$ cat src/common/pph_pkg.sv
// Package of constants for the parallel port handshake block.
package pph_pkg;

   // ----------------------------------------------------------------------
   // Register map (byte offsets on the APB bus).
   // ----------------------------------------------------------------------
   localparam logic [7:0] PPH_OFF_DATA_A = 8'h00;
   localparam logic [7:0] PPH_OFF_DIR_A  = 8'h04;
   localparam logic [7:0] PPH_OFF_DATA_B = 8'h08;
   localparam logic [7:0] PPH_OFF_DIR_B  = 8'h0C;
   localparam logic [7:0] PPH_OFF_CTRL   = 8'h10;
   localparam logic [7:0] PPH_OFF_STAT   = 8'h14;
   localparam logic [7:0] PPH_OFF_MASK   = 8'h18;

   // ----------------------------------------------------------------------
   // Field positions.
   // ----------------------------------------------------------------------
   localparam int PPH_CTRL_HS_A    = 0;  // Port A read handshake enable.
   localparam int PPH_CTRL_HS_B    = 1;  // Port B write handshake enable.
   localparam int PPH_CTRL_A_LVL   = 2;  // Ack A level outside handshake.
   localparam int PPH_CTRL_B_LVL   = 3;  // Strobe B level outside handshake.
   localparam int PPH_CTRL_RDY_POS = 4;  // Data-ready active on rising edge.
   localparam int PPH_CTRL_ACK_POS = 5;  // Ack in active on rising edge.
   localparam int PPH_ST_RDY_A     = 0;  // Port A data-ready event.
   localparam int PPH_ST_ACK_B     = 1;  // Port B acknowledge event.

   // ----------------------------------------------------------------------
   // Reset values.
   // ----------------------------------------------------------------------
   localparam logic [7:0] PPH_RST_PORT = 8'h00;
   localparam logic [5:0] PPH_RST_CTRL = 6'h0C;
   localparam logic [1:0] PPH_RST_FLAG = 2'h0;

   // ----------------------------------------------------------------------
   // Cycle counts.
   // ----------------------------------------------------------------------
   // Edges are trusted once the edge history holds a real pin sample.
   localparam logic [1:0] PPH_EDGE_SETTLE = 2'h3;

endpackage

$ cat src/core/pph_top.sv
// Two handshaking 8-bit peripheral ports behind an APB slave.
//
// Chosen here: the APB register port and the register offsets.
`timescale 1ns/1ps
module pph_top (
   input  wire logic        pclk,
   input  wire logic        presetn,
   input  wire logic        psel,
   input  wire logic        penable,
   input  wire logic        pwrite,
   input  wire logic [7:0]  paddr,
   input  wire logic [31:0] pwdata,
   output logic      [31:0] prdata,
   output logic             pready,
   output logic             pslverr,
   input  wire logic [7:0]  port_a_in,
   output logic      [7:0]  port_a_out,
   output logic      [7:0]  port_a_oe,
   input  wire logic [7:0]  port_b_in,
   output logic      [7:0]  port_b_out,
   output logic      [7:0]  port_b_oe,
   input  wire logic        port_a_data_ready_in,
   output logic             port_a_ack_out,
   input  wire logic        port_b_ack_in,
   output logic             port_b_strobe_out,
   output logic             irq_n,
   output logic             irq
);
   import pph_pkg::*;

   // ----------------------------------------------------------------------
   // State.
   // ----------------------------------------------------------------------
   typedef struct packed {
      logic [7:0]  data_a;
      logic [7:0]  dir_a;
      logic [7:0]  data_b;
      logic [7:0]  dir_b;
      logic [5:0]  ctrl;
      logic [1:0]  flags;
      logic [1:0]  mask;
      logic        ack_a;
      logic        strobe_b;
      logic [31:0] rdata;
   } pph_state_t;

   pph_state_t s_q;
   pph_state_t s_d;

   logic [7:0] pa_sync;
   logic [7:0] pb_sync;
   logic [1:0] ctl_sync;
   logic       rdy_evt;
   logic       ack_evt;

   // ----------------------------------------------------------------------
   // Pin input synchronisers and edge detectors.
   // ----------------------------------------------------------------------
   pph_sync #(.W(18)) u_sync (
      .pclk     (pclk),
      .presetn  (presetn),
      .async_in ({port_b_ack_in, port_a_data_ready_in,
                  port_b_in, port_a_in}),
      .sync_out ({ctl_sync, pb_sync, pa_sync})
   );

   pph_edge u_rdy_edge (
      .pclk       (pclk),
      .presetn    (presetn),
      .level_in   (ctl_sync[0]),
      .rise_sel   (s_q.ctrl[PPH_CTRL_RDY_POS]),
      .edge_pulse (rdy_evt)
   );

   pph_edge u_ack_edge (
      .pclk       (pclk),
      .presetn    (presetn),
      .level_in   (ctl_sync[1]),
      .rise_sel   (s_q.ctrl[PPH_CTRL_ACK_POS]),
      .edge_pulse (ack_evt)
   );

   // ----------------------------------------------------------------------
   // Bus helpers.
   // ----------------------------------------------------------------------
   // A pin reads as the driven value on outputs and the pin on inputs.
   function automatic logic [7:0] pin_mix(input logic [7:0] dat,
                                          input logic [7:0] dir,
                                          input logic [7:0] pin);
      pin_mix = (dat & dir) | (pin & ~dir);
   endfunction

   function automatic logic addr_known(input logic [7:0] a);
      addr_known = (a == PPH_OFF_DATA_A) || (a == PPH_OFF_DIR_A) ||
                   (a == PPH_OFF_DATA_B) || (a == PPH_OFF_DIR_B) ||
                   (a == PPH_OFF_CTRL)   || (a == PPH_OFF_STAT)  ||
                   (a == PPH_OFF_MASK);
   endfunction

   logic acc;
   logic wr;
   logic rd;

   // The slave answers in the first access cycle, so no wait states.
   assign acc     = psel && penable;
   assign wr      = acc && pwrite;
   assign rd      = acc && !pwrite;
   assign pready  = 1'b1;
   assign pslverr = acc && !addr_known(paddr);

   // ----------------------------------------------------------------------
   // Next-state logic.
   // ----------------------------------------------------------------------
   always_comb begin
      s_d = s_q;
      // Writes take effect at the edge that completes the access.
      if (wr) begin
         case (paddr)
            PPH_OFF_DATA_A: s_d.data_a = pwdata[7:0];
            PPH_OFF_DIR_A:  s_d.dir_a  = pwdata[7:0];
            PPH_OFF_DATA_B: s_d.data_b = pwdata[7:0];
            PPH_OFF_DIR_B:  s_d.dir_b  = pwdata[7:0];
            PPH_OFF_CTRL:   s_d.ctrl   = pwdata[5:0];
            PPH_OFF_STAT:   s_d.flags  = s_q.flags & ~pwdata[1:0];
            PPH_OFF_MASK:   s_d.mask   = pwdata[1:0];
            default:        s_d.ctrl   = s_q.ctrl;
         endcase
      end
      // Read data is registered; a flop stage keeps prdata glitch free.
      s_d.rdata = 32'h0000_0000;
      if (psel && !penable && !pwrite) begin
         case (paddr)
            PPH_OFF_DATA_A:
               s_d.rdata[7:0] = pin_mix(s_q.data_a, s_q.dir_a,
                                        pa_sync);
            PPH_OFF_DIR_A:  s_d.rdata[7:0] = s_q.dir_a;
            PPH_OFF_DATA_B:
               s_d.rdata[7:0] = pin_mix(s_q.data_b, s_q.dir_b, pb_sync);
            PPH_OFF_DIR_B:  s_d.rdata[7:0] = s_q.dir_b;
            PPH_OFF_CTRL:   s_d.rdata[5:0] = s_q.ctrl;
            PPH_OFF_STAT:   s_d.rdata[1:0] = s_q.flags;
            PPH_OFF_MASK:   s_d.rdata[1:0] = s_q.mask;
            default:        s_d.rdata      = 32'h0000_0000;
         endcase
      end
      // Reading a data register clears that port's flag.
      if (rd && paddr == PPH_OFF_DATA_A) begin
         s_d.flags[PPH_ST_RDY_A] = 1'b0;
      end
      if (rd && paddr == PPH_OFF_DATA_B) begin
         s_d.flags[PPH_ST_ACK_B] = 1'b0;
      end
      // Port A read handshake: a processor read drops the ack.
      if (rd && paddr == PPH_OFF_DATA_A) begin
         s_d.ack_a = 1'b0;
      end
      // Data-ready edge raises the ack; it wins over a same-cycle read.
      if (rdy_evt) begin
         s_d.ack_a = 1'b1;
      end
      // Port B write handshake: each data write drops the strobe.
      if (wr && paddr == PPH_OFF_DATA_B) begin
         s_d.strobe_b = 1'b0;
      end else if (ack_evt) begin
         s_d.strobe_b = 1'b1;  // Low until the ack acts.
      end
      // Hardware events set flags; the set wins over any clear.
      if (rdy_evt) begin
         s_d.flags[PPH_ST_RDY_A] = 1'b1;
      end
      if (ack_evt) begin
         s_d.flags[PPH_ST_ACK_B] = 1'b1;
      end
   end

   // ----------------------------------------------------------------------
   // State register.
   // ----------------------------------------------------------------------
   always_ff @(posedge pclk or negedge presetn) begin
      if (!presetn) begin
         s_q.data_a   <= PPH_RST_PORT;
         s_q.dir_a    <= PPH_RST_PORT;
         s_q.data_b   <= PPH_RST_PORT;
         s_q.dir_b    <= PPH_RST_PORT;
         s_q.ctrl     <= PPH_RST_CTRL;
         s_q.flags    <= PPH_RST_FLAG;
         s_q.mask     <= PPH_RST_FLAG;
         s_q.ack_a    <= 1'b0;
         s_q.strobe_b <= 1'b1;
         s_q.rdata    <= 32'h0000_0000;
      end else begin
         s_q <= s_d;
      end
   end

   // ----------------------------------------------------------------------
   // Outputs.
   // ----------------------------------------------------------------------
   // Output enables follow the direction bits; data always driven.
   assign port_a_out = s_q.data_a;
   assign port_a_oe  = s_q.dir_a;
   assign port_b_out = s_q.data_b;
   assign port_b_oe  = s_q.dir_b;
   assign prdata     = s_q.rdata;

   // Outside handshake mode the line shows its programmed level.
   assign port_a_ack_out    = s_q.ctrl[PPH_CTRL_HS_A] ? s_q.ack_a
                                 : s_q.ctrl[PPH_CTRL_A_LVL];
   assign port_b_strobe_out = s_q.ctrl[PPH_CTRL_HS_B] ? s_q.strobe_b
                                 : s_q.ctrl[PPH_CTRL_B_LVL];

   // Level interrupt from any unmasked pending flag.
   assign irq   = |(s_q.flags & s_q.mask);
   assign irq_n = !irq;

   // ----------------------------------------------------------------------
   // Checks.
   // ----------------------------------------------------------------------
   chk_strobe_fall: assert property (
      @(posedge pclk) disable iff (!presetn)
      wr && paddr == PPH_OFF_DATA_B |=> !s_q.strobe_b)
      else $error("strobe did not fall after port B write");

   chk_strobe_hold: assert property (
      @(posedge pclk) disable iff (!presetn)
      !s_q.strobe_b && !ack_evt |=> !s_q.strobe_b)
      else $error("strobe rose without acknowledge");

   chk_strobe_rise: assert property (
      @(posedge pclk) disable iff (!presetn)
      ack_evt && !(wr && paddr == PPH_OFF_DATA_B)
      |=> s_q.strobe_b && s_q.flags[PPH_ST_ACK_B])
      else $error("acknowledge did not raise strobe and flag");

   chk_ready_flag: assert property (
      @(posedge pclk) disable iff (!presetn)
      rdy_evt |=> s_q.flags[PPH_ST_RDY_A])
      else $error("data-ready edge lost");

   chk_ack_high: assert property (
      @(posedge pclk) disable iff (!presetn)
      rdy_evt |=> s_q.ack_a)
      else $error("port A ack not raised");

   chk_ack_low: assert property (
      @(posedge pclk) disable iff (!presetn)
      rd && paddr == PPH_OFF_DATA_A && !rdy_evt |=> !s_q.ack_a)
      else $error("port A ack not dropped on read");

   chk_irq_line: assert property (
      @(posedge pclk) disable iff (!presetn)
      (irq_n == 1'b0) == ((s_q.flags & s_q.mask) != 2'h0))
      else $error("interrupt line disagrees with flags");

   chk_read_clear: assert property (
      @(posedge pclk) disable iff (!presetn)
      rd && paddr == PPH_OFF_DATA_A && !rdy_evt
      |=> !s_q.flags[PPH_ST_RDY_A])
      else $error("read did not clear port A flag");

   chk_reset_ports: assert property (
      @(posedge pclk)
      $rose(presetn) |-> s_q.dir_a == 8'h00 && s_q.dir_b == 8'h00
      && s_q.data_a == 8'h00 && s_q.data_b == 8'h00)
      else $error("ports not cleared by reset");

   chk_write_data: assert property (
      @(posedge pclk) disable iff (!presetn)
      wr && paddr == PPH_OFF_DATA_A |=> port_a_out == $past(pwdata[7:0]))
      else $error("write data not captured");

endmodule

$ cat src/core/pph_sync.sv
// Two-flop synchroniser bank for inputs that arrive from the pins.
`timescale 1ns/1ps
module pph_sync #(
   parameter int W = 1
) (
   input  wire logic         pclk,
   input  wire logic         presetn,
   input  wire logic [W-1:0] async_in,
   output logic      [W-1:0] sync_out
);

   logic [W-1:0] meta_q;

   // ----------------------------------------------------------------------
   // Synchroniser stages.
   // ----------------------------------------------------------------------
   // The first stage is read only by the second, to contain metastability.
   always_ff @(posedge pclk or negedge presetn) begin
      if (!presetn) begin
         meta_q   <= '0;
         sync_out <= '0;
      end else begin
         meta_q   <= async_in;
         sync_out <= meta_q;
      end
   end

endmodule

$ cat src/core/pph_edge.sv
// Selectable-polarity edge detector on a synchronised level.
`timescale 1ns/1ps
module pph_edge (
   input  wire logic pclk,
   input  wire logic presetn,
   input  wire logic level_in,
   input  wire logic rise_sel,
   output logic      edge_pulse
);

   import pph_pkg::*;

   typedef struct packed {
      logic       last;
      logic [1:0] age;
   } pph_edge_state_t;

   pph_edge_state_t e_q;
   pph_edge_state_t e_d;

   // ----------------------------------------------------------------------
   // History flop and pulse.
   // ----------------------------------------------------------------------
   // The synchroniser shows reset zeros for two cycles, so a pin that idles
   // high would fake a rising edge; the age counter waits for real samples.
   always_comb begin
      e_d      = e_q;
      e_d.last = level_in;
      if (e_q.age != PPH_EDGE_SETTLE) begin
         e_d.age = e_q.age + 2'h1;
      end
   end

   // History register.
   always_ff @(posedge pclk or negedge presetn) begin
      if (!presetn) begin
         e_q.last <= 1'b0;
         e_q.age  <= 2'h0;
      end else begin
         e_q <= e_d;
      end
   end

   // One-cycle pulse on the selected transition.
   assign edge_pulse = (e_q.age == PPH_EDGE_SETTLE) &&
                       (rise_sel ? (level_in && !e_q.last)
                                 : (!level_in && e_q.last));

endmodule

$ cat config.mk
export PLATFORM = sky130hd
export DESIGN_NAME = pph_top
export DESIGN_NICKNAME = d
export VERILOG_FILES = /design/src/common/pph_pkg.sv /design/src/core/pph_top.sv /design/src/core/pph_sync.sv /design/src/core/pph_edge.sv
export SDC_FILE = /design/constraint.sdc
export NUM_CORES = 1
export LEC_CHECK = 0
export ABC_CLOCK_PERIOD_IN_PS = 2200
export BUFFER_PORTS_ARGS = -buffer_cell sky130_fd_sc_hd__buf_2
export CELL_PAD_IN_SITES_DETAIL_PLACEMENT = 1
export CELL_PAD_IN_SITES_GLOBAL_PLACEMENT = 1
export CORE_MARGIN = 2
export CORE_UTILIZATION = 30
export CTS_BUF_LIST = sky130_fd_sc_hd__clkbuf_16
export DETAILED_ROUTE_END_ITERATION = 6
export GPL_TIMING_DRIVEN = 1
export HOLD_SLACK_MARGIN = 0.03
export PLACE_DENSITY = 0.59
export SYNTH_ARGS = -nofsm -noshare
export SYNTH_HDL_FRONTEND = slang
export SYNTH_HIERARCHICAL = 1
export SYNTH_SLANG_ARGS = --single-unit
$ cat constraint.sdc
create_clock -name pclk -period 2.2 [get_ports pclk]
set_input_delay 0.33 -clock pclk [delete_from_list [all_inputs] [get_ports pclk]]
set_output_delay 0.33 -clock pclk [all_outputs]
set_load 0.005 [all_outputs]
**After elaboration in Yosys (flattened, before gate mapping)**

Cells that the tools add are included.

- Memories kept: 0
- Bits in latches: 0
- Logic and storage cells: 104
- Input bits: 63
- ROM bits: 0
- Bits in writable memories: 0
- Register bits after elaboration: 118
- Output and inout port bits: 70

- Div/mod/pow operators: 0
- Shift-type cells: 0
- Equality and inequality tests: 10
- Reductions and logical operators: 45
- $lt $le $gt $ge: 0
- $add $sub $neg: 2
- Multipliers: 0
- Multiplexer cells: 19
- Bitwise operators: 11

Operators with widths:

| kind | number |
|---|---|
| $and 8x8->8 | 4 |
| $eq 8x5->1 const B | 3 |
| $pmux 4 s5 | 1 |
| $eq 8x4->1 const B | 2 |
| $not 8->8 | 2 |
| $or 8x8->8 | 2 |
| $reduce_and 2->1 | 8 |
| $logic_and 1x1->1 | 15 |
| $pmux 2 s7 | 1 |
| $mux 1 | 12 |
| $reduce_bool 3->1 | 4 |
| $eq 8x3->1 const B | 1 |
| $logic_not 1->1 | 8 |
| $logic_not 8->1 | 1 |
| $mux 8 | 1 |
| $pmux 2 s4 | 1 |
| $logic_or 1x1->1 | 6 |
| $add 2x1->2 const B | 2 |
| $and 2x2->2 | 2 |
| $eq 2x2->1 const B | 2 |
| $mux 2 | 2 |
| $mux 4 | 1 |
| $ne 2x2->1 const B | 2 |
| $reduce_bool 2->1 | 2 |
| 2 further kinds | 2 |

**Logic depth before layout (Yosys ltp)**

- Depth in word-level cells: 9
- Gate-level depth with buffers: 6
- Depth with buffers taken out: 4

**Modules after synthesis**

Netlist, hierarchy kept.

By module, submodules not included:

| module | sequential area each (µm²) | area each (µm²) | cells each | instances |
|---|---|---|---|---|
| pph_top | 1305.0 | 3103.0 | 290 | 1 |
| pph_sync | 900.9 | 900.9 | 36 | 1 |
| pph_edge | 75.1 | 135.1 | 9 | 2 |

**Worst setup path before layout**

Ideal clock, no wire load.

- Path type: input to register
- Start point: input port paddr[1]
- End point: register s_q[38] (netlist bit)
- Library setup time: 0.125 ns
- Required time: 2.075 ns
- Path slack: 0.455 ns
- Cell stages on the path: 5
- Arrival: 1.620 ns
- Path buffers: 1
- Cells stage by stage: or3_1 nor2_1 and2_1 buf_2 mux2_2

- Word-level cells in the longest chain between the ends: 2

RTL lines:

| what | line | source |
|---|---|---|
| from (decl) | pph_top.sv:11 | `input wire logic [7:0] paddr,` |
| $eq 8x5->1 | pph_top.sv:118 | `case (paddr)` |
| $reduce_and 2->1 (no line) | -- |  |
| to (decl) | pph_top.sv:47 | `pph_state_t s_q;` |

No other way between the ends.
A chain may end at the register's enable or synchronous reset.

**Worst setup path after layout**

- Start point: input port paddr[4]
- End point: register s_q (netlist bit port_b_oe[2])

- Word-level cells in the longest chain between the ends: 2

RTL lines:

| what | line |
|---|---|
| $eq 8x4->1 | pph_top.sv:118 |
| $reduce_and 2->1 (no line) | -- |

No other way between the ends.

==> impl_metrics.yaml <==
timing:
  max_freq_mhz: 570
  grt_setup_unrepaired: "false"
  hold-worst-slack_ps: 87.8
  period_needed_ps: 1760
  hold_viol_final: 0
  setup_viol: 0
  fin_crit_sh_pct: 79.8
  setup-tns-final_ps: 0
  finClkSkew_ps: 4.17
  slew_viol_final: 0
synthesis:
  synth_cells: 344
  synth-edff-count: 0
  netlist-cell-type-count: 53
  async_flop_share_pct: 100
  syn-cell-area_sq_um: 4270
  synth-seq-area-share_pct: 55.1
  syn_area_per_cell_sq_um: 12.4
  synth_flop_cell: "dfrtp_1"
  ys_seq_elements: 94
  yosys_warnings: 6
critical_path:
  reg2reg_from: "port_b_oe[1]"
  arrival_ps: 1980
  critPathRequiredTime_ps: 2430
  rr_endpoint: "prdata[1]"
  critPathKind: "in2reg"
  worstPathMaxFanout: 8
  rr_worst_depth: 4
  end_kind: "register"
  r2r_slack_ps: 840
  crit_path_start_kind: "input pin"
die:
  dieArea_sq_um: 15200
  core_sq_um: 13900
  die_height_um: 123
  pin_count: 133
  start_util_pct: 30.8
  die_w_um: 123
  num_rows: 43
power_and_ir_drop:
  netSwitchingFraction_pct: 22.0
  p_leak_uw: 0.00242
  comb_power_share_pct: 5.8
  switching_power_uw: 803
  powerDensity_nw_per_um2: 742
  seq_power_share_pct: 49.2
  p_clk_share_pct: 45.0
  internal-power_uw: 2850
  peakVddDrop_mv: 0.355
global_route:
  grt_max_degree: 64
  grt_usage_pct: 14.1
  first_global_vias: 2837
  grt_pass1_wl_um: 15900
  grt-ovfl-total: 0
  antenna_found_initial: 0
finish:
  syn_to_final_growth_pct: 15.1
  drive_above_1_share_pct: 42.8
  nets: 467
  n_antenna_cell: 0
  fin_area_sq_um: 4920
drt:
  drtIter0Drc: 74
  wl_per_cell_um: 17.0
  ant_nets: 0
  drt-total-wl_um: 9990
  drc: 0
  dr.pass1.iters: 4
  vias: 2662
  vias_per_cell: 4.53
worst_hold_path:
  holdPathEnd: "u_sync/meta_q[5]"
  hp-start: "port_a_in[5]"
  worst_hold_path_type: "in2reg"
  hold_path_depth: 1
run:
  drv_cap: 0
clock_network:
  path_clk_slew_ps: 60
  htreeDepth: 3
  clkSinkCount: 94
  cts_hold_buf: 1
  cts_setup_buffers: 0
  clockBufferDepth: 2
  insertion_delay_ps: 340
  cts_tree: "built"
  root_buffer: "clkbuf_16"
  numCtsBuffers: 9
  cts_resized: 0
placed_design:
  routabilityCongestion: 0.752
  portBuffers: 83
  dp_hpwl_um: 7630
  dpl-instance-area_sq_um: 4590
run_status:
  outcome: "finished, final reports clean"
==> layer usage <==
layer	vias to the layer above	routed length (um)	GRT usage, %	part of all wire, %
met1	1356	4210	17.2	42
met2	60	5130	23.6	51
li1	1233	-	-	-
met4	0	161	5.11	1.6
met3	13	479	3.92	4.8
met5	-	0	0	0
==> cell usage in the layout, fill, tap and decap left out, drive strengths merged, types with 2 or more instances in the layout <==
master	netlist	routed
nor2	8	8
nand4b	2	2
a21oi	8	8
bufinv	0	2
buf	70	96
xnor2	2	2
nor3b	3	3
mux2	47	47
nand2b	5	5
nor2b	5	5
ha	2	2
dfstp	3	3
and2	5	5
nand2	16	16
inv	3	4
or3	2	2
nand4bb	2	2
nand3	3	3
clkinv	0	4
nor3	6	6
mux2i	3	3
nand4	4	4
o21ai	15	15
a31o	3	3
dfrtp	91	91
a221o	2	2
o211ai	4	4
clkbuf	3	9
and3	3	3
a31oi	6	6
or3b	2	2
conb	2	25
==> final cells by class <==
| class | instances | area [sq um] |
|---|---|---|
| sequential | 94 | 2360 |
| tap | 180 | 225 |
| clock buffer | 9 | 225 |
| inverter | 3 | 11.3 |
| timing repair buffer | 97 | 538 |
| multi-input combinational | 197 | 1470 |
| fill | 1569 | 8960 |
| clock inverter | 7 | 90.1 |
==> critical path, cell delays in order <==
cell and delay, ps:
buf_2 130, or4_1 710, nor2_4 210, nand4_4 250
mux2_2 360
==> power groups by stage <==
stage,Sequential (uW),Combinational (uW),Clock [uW]
after global routing,1800,241,1770
after detailed placement,1830,216,0
after floorplan,1820,126,0
after CTS,1800,218,1700
final,1800,211,1640
after global placement,1830,210,0
==> stage by stage <==
stage	std cells	setup WS (ps)	total power, uW	utilization (%)
detailed placement	570	60.5	2050	33.1
global route	587	384	3810	35.4
finish	587	444	3650	35.4
floorplan	367	455	1950	-
global placement	570	84.8	2040	33.1
CTS	587	427	3710	35.4
==> sequential cells by signal, summed over array words and instances, names as in the netlist <==
register         flops
u_rdy_edge/e_q       3
port_a_out           8
s_q                 12
u_sync/meta_q       18
port_b_oe            8
u_ack_edge/e_q       3
port_b_out           8
prdata               8
port_a_oe            8
u_sync/sync_out     18
==> synthesized netlist by cell type, types with 3 or more instances <==
cell type,count,area share [%]
nor3b_1,3,0.53
inv_1,3,0.26
mux2_2,45,12
buf_4,65,11
mux2i_1,3,0.70
a31o_2,3,0.61
nand2_1,14,1.2
nor2b_1,4,0.59
dfstp_2,3,1.8
nand4_1,3,0.44
dfrtp_1,91,53
clkbuf_1,3,0.26
o21ai_0,15,1.8
nor3_1,6,0.70
o211ai_1,4,0.70
and3_1,3,0.44
and2_1,5,0.73
a31oi_1,6,0.88
nand2b_1,5,0.73
nor2_1,7,0.61
buf_1,3,0.26
a21oi_1,8,0.94
==> cells by family (layout without fill, tap and decap cells) <==
kind of cell	Yosys count	after routing	share of synthesized area, %
flip-flops	94	94	55.1
buffers and inverters	76	116	12.4
AND/OR/NAND/NOR	71	71	10.9
multiplexers	50	50	13.3
AO/OA/AOI/OAI	47	47	7.14
adder cells (fa/ha/maj)	2	2	0.585
other	2	25	0.176
XOR/XNOR	2	2	0.410
==> worst max-delay path by stage <==
stage                        start           end  slack, ps  cells past startpoint
after floorplan           paddr[1]       s_q[38]        450                      5
after global placement    paddr[4]  port_b_oe[4]         80                      5
after detailed placement  paddr[4]  port_b_oe[2]         60                      5
after CTS                 paddr[4]  port_b_oe[2]        430                      5
after global routing      paddr[4]  port_b_oe[2]        380                      5
final                     paddr[4]  port_b_oe[2]        440                      5
No activity file was read; power rests on OpenSTA's default activity.
